File: src/rtl/mid_regs.vh
// Constants for the move instruction decoder: opcodes, nibbles, reset values.
// Assumes a 4-bit core with 8-bit opcodes and 8-bit data memory addresses.
`ifndef MID_REGS_VH
`define MID_REGS_VH
`define MID_NIB_LD_HIGH   4'hc
`define MID_NIB_LD_LOW    4'he
`define MID_NIB_ST_IMM    4'hf
`define MID_OP_TBL_LOW    8'h33
`define MID_OP_TBL_HIGH   8'h32
`define MID_OP_ST_IND     8'h0f
`define MID_OP_ST_INC     8'h1a
`define MID_OP_ST_DEC     8'h1b
`define MID_OP_ST_DIR     8'h3f
`define MID_TP_RST        12'h000
`define MID_NIB_RST       4'h0
`endif

File: src/rtl/mid_addr_step.v
// Low address register step unit for post-increment and post-decrement.
// Assumes a 4-bit low register; zero follows from the new nibble, status from the carry or borrow.
module mid_addr_step (
  input  wire [3:0] low_in,
  input  wire       down,
  output wire [3:0] low_out,
  output wire       zero_out,
  output wire       status_out
);
  wire [4:0] sum;
  assign sum = down ? ({1'b0, low_in} - 5'h01) : ({1'b0, low_in} + 5'h01);
  assign low_out    = sum[3:0];
  assign zero_out   = (sum[3:0] == 4'h0);
  // Status is set when no carry or borrow left the nibble.
  assign status_out = ~sum[4];
endmodule // mid_addr_step

File: src/rtl/mid_decoder.v
// Decode and execute of the move group: address loads, table reads, stores.
// Assumes the fetch unit presents op_valid with opcode, second byte and ROM
// data already read at table_pointer, and that op_valid waits for op_ready.
`include "mid_regs.vh"
// Functional notes
// - Opcode Ck loads immediate k into the high address register.
// - Opcode Ek loads immediate k into the low address register.
// - Opcode 33 loads the table word low nibble into the accumulator, sets zero and status flags, two cycles.
// - Opcode 32 loads the table word high nibble, then bumps the table pointer, two cycles.
// - Opcode 0F stores the accumulator at the high:low address in one cycle.
// - Opcode 1A stores the accumulator indirect then increments low, zero from new low, status from no carry.
// - Opcode 3F with a second byte stores the accumulator at that address, status set, two cycles.
// - Opcode Fk stores immediate k indirect then increments the low register.
// - Indirect addresses are high register as upper nibble, low as lower.
module mid_decoder (
  input  wire        sys_clk,
  input  wire        rst,
  input  wire        op_valid,
  input  wire [7:0]  opcode,
  input  wire [7:0]  op_arg,
  input  wire [7:0]  rom_data,
  input  wire [3:0]  acc_in,
  output reg         op_ready,
  output reg         op_done,
  output reg         acc_we,
  output reg  [3:0]  acc_out,
  output reg  [3:0]  high_address_register,
  output reg  [3:0]  low_address_register,
  output reg  [11:0] table_pointer,
  output reg         zero_flag,
  output reg         status_flag,
  output reg         mem_we,
  output reg  [7:0]  mem_addr,
  output reg  [3:0]  mem_wdata
);
  localparam ST_IDLE = 2'b01;
  localparam ST_EXEC = 2'b10;

  reg  [1:0] state_r;
  // Copies of the fetch inputs, used by the second cycle of two-cycle ops.
  reg  [7:0] op_r;
  reg  [7:0] arg_r;
  reg  [7:0] rom_r;

  wire [3:0] step_low;
  wire       step_zero;
  wire       step_status;
  wire       take;
  wire       step_down;
  wire [11:0] tp_next;

  // A request is taken only while ready; the busy cycle ignores it.
  assign take      = op_valid && op_ready;
  // The step unit counts down only for the post-decrement store.
  assign step_down = (opcode == `MID_OP_ST_DEC);
  // The pointer wraps at 12 bits; a table must not run past the top.
  assign tp_next   = table_pointer + 12'h001;

  // Second cycle of two-cycle ops is done from latched copies of inputs, except acc_in for the direct store.
  function is_two_cycle;
    input [7:0] op;
    begin
      is_two_cycle = (op == `MID_OP_TBL_LOW) || (op == `MID_OP_TBL_HIGH) ||
                     (op == `MID_OP_ST_DIR);
    end
  endfunction

  // Register-indirect address, high register as the upper nibble.
  function [7:0] ind_addr;
    input [3:0] hi;
    input [3:0] lo;
    begin
      ind_addr = {hi, lo};
    end
  endfunction

  // Picks one nibble of the latched table word.
  function [3:0] tbl_nib;
    input [7:0] word;
    input       upper;
    begin
      tbl_nib = upper ? word[7:4] : word[3:0];
    end
  endfunction

  // True when a nibble is zero; drives the zero flag of table reads.
  function nib_zero;
    input [3:0] nib;
    begin
      nib_zero = (nib == 4'h0);
    end
  endfunction

  mid_addr_step u_step (
    .low_in     (low_address_register),
    .down       (step_down),
    .low_out    (step_low),
    .zero_out   (step_zero),
    .status_out (step_status)
  );

  always @(posedge sys_clk or posedge rst) begin
    // Reset leaves the decoder ready with every strobe low.
    if (rst) begin
      state_r               <= ST_IDLE;
      op_r                  <= 8'h00;
      arg_r                 <= 8'h00;
      rom_r                 <= 8'h00;
      op_ready              <= 1'b1;
      op_done               <= 1'b0;
      acc_we                <= 1'b0;
      acc_out               <= `MID_NIB_RST;
      high_address_register <= `MID_NIB_RST;
      low_address_register  <= `MID_NIB_RST;
      table_pointer         <= `MID_TP_RST;
      zero_flag             <= 1'b0;
      status_flag           <= 1'b0;
      mem_we                <= 1'b0;
      mem_addr              <= 8'h00;
      mem_wdata             <= `MID_NIB_RST;
    end else begin
      // Strobes drop every cycle, so each stands for exactly one cycle.
      op_done <= 1'b0;
      acc_we  <= 1'b0;
      mem_we  <= 1'b0;
      case (state_r)
        ST_IDLE: begin
          if (take) begin
            if (is_two_cycle(opcode)) begin
              // Two-cycle ops hold off the next op for one extra cycle.
              op_r     <= opcode;
              arg_r    <= op_arg;
              rom_r    <= rom_data;
              op_ready <= 1'b0;
              state_r  <= ST_EXEC;
            end else begin
              op_done <= 1'b1;
              case (opcode[7:4])
                `MID_NIB_LD_HIGH: begin
                  high_address_register <= opcode[3:0];
                end
                `MID_NIB_LD_LOW: begin
                  low_address_register <= opcode[3:0];
                end
                `MID_NIB_ST_IMM: begin
                  mem_we               <= 1'b1;
                  mem_addr             <= ind_addr(high_address_register,
                                                   low_address_register);
                  mem_wdata            <= opcode[3:0];
                  low_address_register <= step_low;
                  zero_flag            <= step_zero;
                  status_flag          <= step_status;
                end
                default: begin
                  // Opcodes outside this group only pulse op_done.
                  // Indirect store, one cycle.
                  if (opcode == `MID_OP_ST_IND) begin
                    mem_we      <= 1'b1;
                    mem_addr    <= ind_addr(high_address_register,
                                            low_address_register);
                    mem_wdata   <= acc_in;
                    status_flag <= 1'b1;
                  end
                  if ((opcode == `MID_OP_ST_INC) ||
                      (opcode == `MID_OP_ST_DEC)) begin
                    mem_we               <= 1'b1;
                    mem_addr             <= ind_addr(high_address_register,
                                                     low_address_register);
                    mem_wdata            <= acc_in;
                    low_address_register <= step_low;
                    zero_flag            <= step_zero;
                    status_flag          <= step_status;
                  end
                end
              endcase
            end
          end
        end
        ST_EXEC: begin
          // Works from latched copies; only the direct store reads acc_in.
          op_done  <= 1'b1;
          op_ready <= 1'b1;
          state_r  <= ST_IDLE;
          case (op_r)
            `MID_OP_TBL_LOW: begin
              acc_we      <= 1'b1;
              acc_out     <= tbl_nib(rom_r, 1'b0);
              zero_flag   <= nib_zero(rom_r[3:0]);
              status_flag <= 1'b1;
            end
            `MID_OP_TBL_HIGH: begin
              acc_we        <= 1'b1;
              acc_out       <= tbl_nib(rom_r, 1'b1);
              zero_flag     <= nib_zero(rom_r[7:4]);
              status_flag   <= 1'b1;
              table_pointer <= tp_next;
            end
            default: begin
              mem_we      <= 1'b1;
              mem_addr    <= arg_r;
              mem_wdata   <= acc_in;
              status_flag <= 1'b1;
            end
          endcase
        end
        // A corrupt state code falls back to idle and reopens requests.
        default: begin
          state_r  <= ST_IDLE;
          op_ready <= 1'b1;
        end
      endcase
    end
  end
endmodule // mid_decoder

File: config.mk
export PLATFORM = sky130hd
export DESIGN_NAME = mid_decoder
export DESIGN_NICKNAME = d
export VERILOG_FILES = /design/src/rtl/mid_addr_step.v /design/src/rtl/mid_decoder.v
export VERILOG_INCLUDE_DIRS = /design/src /design/src/rtl
export SDC_FILE = /design/constraint.sdc
export NUM_CORES = 1
export LEC_CHECK = 0
export ABC_AREA = 0
export BUFFER_PORTS_ARGS = -buffer_cell sky130_fd_sc_hd__buf_2
export CAP_MARGIN = 10
export CORE_AREA = 2 2 107 109
export DETAILED_ROUTE_END_ITERATION = 12
export DIE_AREA = 0 0 109 111
export GPL_TIMING_DRIVEN = 0
export PLACE_DENSITY = 0.59
export SYNTH_ARGS = -nofsm -noshare
export SYNTH_HDL_FRONTEND = slang
export SYNTH_HIERARCHICAL = 1
export SYNTH_SLANG_ARGS = --single-unit
File: constraint.sdc
create_clock -name sys_clk -period 5.4 [get_ports sys_clk]
set_clock_uncertainty 0.05 [all_clocks]
set_input_delay 1.08 -clock sys_clk [delete_from_list [all_inputs] [get_ports sys_clk]]
set_output_delay 1.08 -clock sys_clk [all_outputs]
set_load 0.05 [all_outputs]
== After elaboration in Yosys (flattened, before gate mapping) ==
Index checks and enable logic that the tools add are counted.

* Add/subtract/negate cells: 3
* Equal/unequal tests: 21
* Multiplexer cells: 48
* Bitwise gates (word level): 3
* Reductions and logical operators: 21

{| class="wikitable"
|+ Operators by type and width
! cell !! count
|-
| $eq 8x6->1 const B || 5
|-
| $mux 8 || 5
|-
| $pmux 8 s2 || 2
|-
| $mux 4 || 6
|-
| $pmux 4 s2 || 3
|-
| $mux 1 || 19
|-
| $eq 8x5->1 const B || 2
|-
| $pmux 1 s2 || 8
|-
| $add 12x1->12 const B || 1
|-
| $eq 4x4->1 const B || 3
|-
| $logic_not 4->1 || 3
|-
| $pmux 4 s3 || 1
|-
| $reduce_and 6->1 || 2
|-
| $ne 2x2->1 const B || 5
|-
| $reduce_and 5->1 || 2
|-
| $eq 8x4->1 const B || 1
|-
| $mux 2 || 3
|-
| $reduce_and 2->1 || 3
|-
| $add 4x1->5 const B || 1
|-
| $mux 5 || 1
|-
| $sub 4x1->5 const B || 1
|-
| $ne 4x3->1 const B || 1
|-
| $reduce_and 4->1 || 1
|-
| $reduce_bool 2->1 || 2
|-
| 10 further kinds || 15
|}

* Register bits: 68
* Input port bits: 31
* Output and inout bits: 42
* Logic and storage cells: 112

== Depth between registers and ports, before layout ==
* Word-level depth: 8
* Depth in mapped cells: 10

== Hierarchy ==
Netlist, hierarchy kept.

{| class="wikitable"
|+ By module, submodules not included
! module !! instances !! cells an instance !! area an instance (um^2) !! seq. area each (um^2)
|-
| mid_decoder || 1 || 241 || 3054.2 || 1677.9
|-
| mid_addr_step || 1 || 17 || 158.9 || 0.0
|}

== Least setup slack after synthesis ==
Ideal clock, no wire load.

* Path type: input-to-reg
* From: input opcode[6]
* To: register low_address_register[3]
* Data arrival time: 2988 ps
* Data required time: 5225 ps
* Path slack: 2237 ps
* Stages on the path: 9
* Path buffers: 0
* Path through: nor3b_1 and3_1 and2_1 ha_1 a21o_1 a21oi_2 xnor2_1 mux2_2 mux2_2

{| class="wikitable"
|+ RTL lines
! what !! RTL line !! text
|-
| start, declared || mid_decoder.v:19 || <nowiki>input wire [7:0] opcode,</nowiki>
|-
| $eq 8x5->1 (no line) (*) || - ||
|-
| net step_down || mid_decoder.v:49 || <nowiki>wire step_down;</nowiki>
|-
| $mux 5 (*) || mid_addr_step.v:11 || <nowiki>assign sum = down ? ({1'b0, low_in} - 5'h01) : ({1'b0, low_in} + 5'h01);</nowiki>
|-
| net step_low[3] || mid_decoder.v:45 || <nowiki>wire [3:0] step_low;</nowiki>
|-
| $mux 4 || mid_decoder.v:164 || <nowiki>if ((opcode == `MID_OP_ST_INC) ||</nowiki>
|-
| $pmux 4 s3 (*) || mid_decoder.v:138 || <nowiki>case (opcode[7:4])</nowiki>
|-
| end signal, assigned || mid_decoder.v:143 || <nowiki>low_address_register <= opcode[3:0];</nowiki>
|-
| end signal, assigned || mid_decoder.v:150 || <nowiki>low_address_register <= step_low;</nowiki>
|-
| end signal, assigned || mid_decoder.v:170 || <nowiki>low_address_register <= step_low;</nowiki>
|-
| end, declared || mid_decoder.v:28 || <nowiki>output reg [3:0] low_address_register,</nowiki>
|}

Mark *: on every way through the listed nets, which the timed path passes. The rest lies on a longest branch. The select of a mux whose other input is x is not followed.
A chain may end at the register's enable or synchronous reset.

== Final worst setup path ==
* From: input opcode[1]
* To: register low_address_register[3]

Same word-level chain as after synthesis.

==> reports/results.ini <==
[status]
outcome = completed

[pwr]
power_mw = 1.885
p_leak_nw = 2.105
ir_drop_v = 0.0002237
power.density_nw_per_um2 = 464.5

[clocking]
clkTransAtPathRegs_ns = 0.05
cts_tree = done
clk_latency_ns = 0.33
htree_levels = 3
cts_resized = 0
cts.path.max_buffers = 2
root_buffer = clkbuf_16
cts_sinks = 67
cts_buffers = 9
cts_setup_buffers = 0
hold_buffers = 0

[die]
floorplan.initialDensity_pct = 29.01
die-width_um = 109
ios = 73
core-area_um2 = 11080
rows = 39
die_h_um = 111
die_area_um2 = 12100

[global_routing]
grt_start_max_net_pins = 68
grt_pass1_vias = 2321
grt_antenna_before_repair = 0
grt_pass1_wl_um = 11740
grt_overflow_total = 0
grt_usage_pct = 12.79

[yosys]
yosysWarnings = 6
synth_nets = 297
synth-seq-cells = 67
async_flop_share_pct = 100.0
synth.distinct_cells = 45
synth_area_leaders = dfrtp_1, mux2_2, xnor2_1
syn_area_um2 = 3213
synth_top_area_share_pct = 51.40
synth_area_leader_cell = dfrtp_1
yosysSeqAreaShare_pct = 52.22
syn_area_per_cell_um2 = 12.45
ys.flop_type = dfrtp_1
syn-instance-count = 258
synth_edf_count = 0

[setup_path]
cp_max_fo = 5
critical_path_buf_inv_count = 1
reg2reg_depth = 10
crit_chain = buf_2 -> nor3b_1 -> and3_1 -> and2_1 -> ha_1 -> a21o_1 -> a21oi_2 -> xnor2_1 -> mux2_2 -> mux2_2
slowest_stage = nor3b_1
cp-end-kind = flip-flop
worstPathArrival_ns = 3.38
cpMostUsedCell = mux2_2
cpLargestDelayFamily = simple AND/OR/NAND/NOR gates
worst_r2r_startpoint = state_r[0]
slowest_delay_ns = 0.34
reg2reg_slack_ns = 3.02
start_kind = input port
rr_endpoint = mem_wdata[3]
critPathKind = input port to flip-flop
crit_required_ns = 5.56

[layout]
area_growth_pct = 26.32
fin_nets = 380
diodes = 0
drive_above_1_share_pct = 46.82

[sta]
worst_slew_pin_slew_ns = 0.8793
max-slew-margin-rel_pct = 40.84
worst_slack_ns = 2.179
finalMaxSlewViolations = 0
hold_viol = 0
hold_ws_ns = 0.4195
period_needed_ns = 3.221
rsz0062_at_grt = no
fmax_mhz = 310.5
setup_viol = 0
period_share_pct = 59.65
tns_ns = 0

[placement]
post-place-ws_ns = 1.852
gp_congestion = 0.7659
portBuffers = 72
dp_hpwl_um = 5130

[drt]
num_vias = 2230
drt_pre_antenna_iters = 4
wirelength_um = 7165
drt_iter0_drc = 55
via_per_inst = 4.560
post_drt_wl_per_cell_um = 14.65
route.detailed.drc = 0
ant_nets = 0

[hold_path]
min_from = op_r[1]
hold_path_depth = 1
hold_end = op_r[1]
hold_class = flip-flop to flip-flop

[run]
maxCapViolCount = 0

## worst max path at each step
stage / startpoint / to / depth (start not counted)
after floorplan: opcode[6] / low_address_register[3] / 9
after global placement: rst / acc_out[2] / 2
after detailed placement: opcode[1] / low_address_register[3] / 10
after CTS: opcode[1] / low_address_register[3] / 10
after global routing: opcode[1] / low_address_register[3] / 10
final: opcode[1] / low_address_register[3] / 10
## logic make-up after synthesis
logic type	count (synthesis)	synth area share [%]
AO/OA/AOI/OAI	18	3.816
XOR/XNOR	14	3.816
adder cells (fa/ha/maj)	8	3.349
buffers and inverters	17	2.803
flip-flops	67	52.22
multiplexers	62	21.69
AND/OR/NAND/NOR	72	12.31
## worst reg2reg max path: cells and delay by family (launching register included)
| kind | cells | cell delay (ns) |
|---|---|---|
| fa+ha+maj | 1 | 0.20 |
| buf+inv | 4 | 0.66 |
| flops | 1 | 0.57 |
| mux | 1 | 0.28 |
| simple gates | 4 | 0.50 |
## layer usage
layer,vias to the layer above,part of all wire (%),global-route usage [%]
li1,1074,-,-
met4,0,1.8,5.128
met2,58,47,20.12
met1,1087,45,16.00
met3,11,5.9,4.233
met5,-,0,0
## cell usage after synthesis, drive strengths merged, types with 3 or more instances
| library cell | number |
|---|---|
| nand3b | 3 |
| ha | 7 |
| mux2 | 58 |
| buf | 8 |
| nor2 | 14 |
| xor2 | 3 |
| nand2 | 17 |
| xnor2 | 11 |
| dfrtp | 66 |
| and2 | 3 |
| nand3 | 8 |
| and3 | 6 |
| nand2b | 5 |
| a21oi | 6 |
| inv | 7 |
| o21ai | 3 |
| mux2i | 4 |
## final cells by class
| cell class | instances | area, µm² |
|---|---|---|
| fill | 1085 | 7018 |
| multi-input combinational | 174 | 1445 |
| buffer | 10 | 63.81 |
| inverter | 7 | 28.78 |
| timing repair buffer | 72 | 360.3 |
| clock inverter | 6 | 65.06 |
| sequential | 67 | 1678 |
| clock buffer | 10 | 239.0 |
| tap | 143 | 178.9 |
## sequential cells by signal (all words and copies together), names as in the netlist
signal and count:
status_flag 1, acc_we 1, rom_r 8, high_address_register 4, op_r 8, arg_r 8
state_r 2, mem_addr 8, low_address_register 4, table_pointer 12, zero_flag 1, op_done 1
acc_out 4, mem_we 1, mem_wdata 4
## where the power goes
| part | internal (mW) | switching [mW] |
|---|---|---|
| logic | 0.216 | 0.412 |
| clock network | 0.370 | 0.221 |
| registers | 0.598 | 0.0693 |
## metrics by stage
step	std cells	cell area, µm²	utilization (%)
floorplan	258	3213	-
global placement	473	3752	33.88
detailed placement	473	3755	33.90
CTS	489	4059	36.64
global route	489	4059	36.64
finish	489	4059	36.64
## cells in the final DEF, fill, tap and decap left out, drive strengths merged, types with 2 or more instances in the layout
cell type	n
a21o	2
a21oi	6
a31oi	2
and2	3
and3	6
and3b	2
buf	80
clkbuf	12
clkinv	4
dfrtp	66
ha	7
inv	7
mux2	58
mux2i	4
nand2	17
nand2b	5
nand3	8
nand3b	3
nand4	2
nor2	14
nor2b	2
nor3b	2
nor4	2
o21ai	3
or4	2
or4b	2
xnor2	11
xor2	3
No activity file was read; power rests on OpenSTA's default activity.
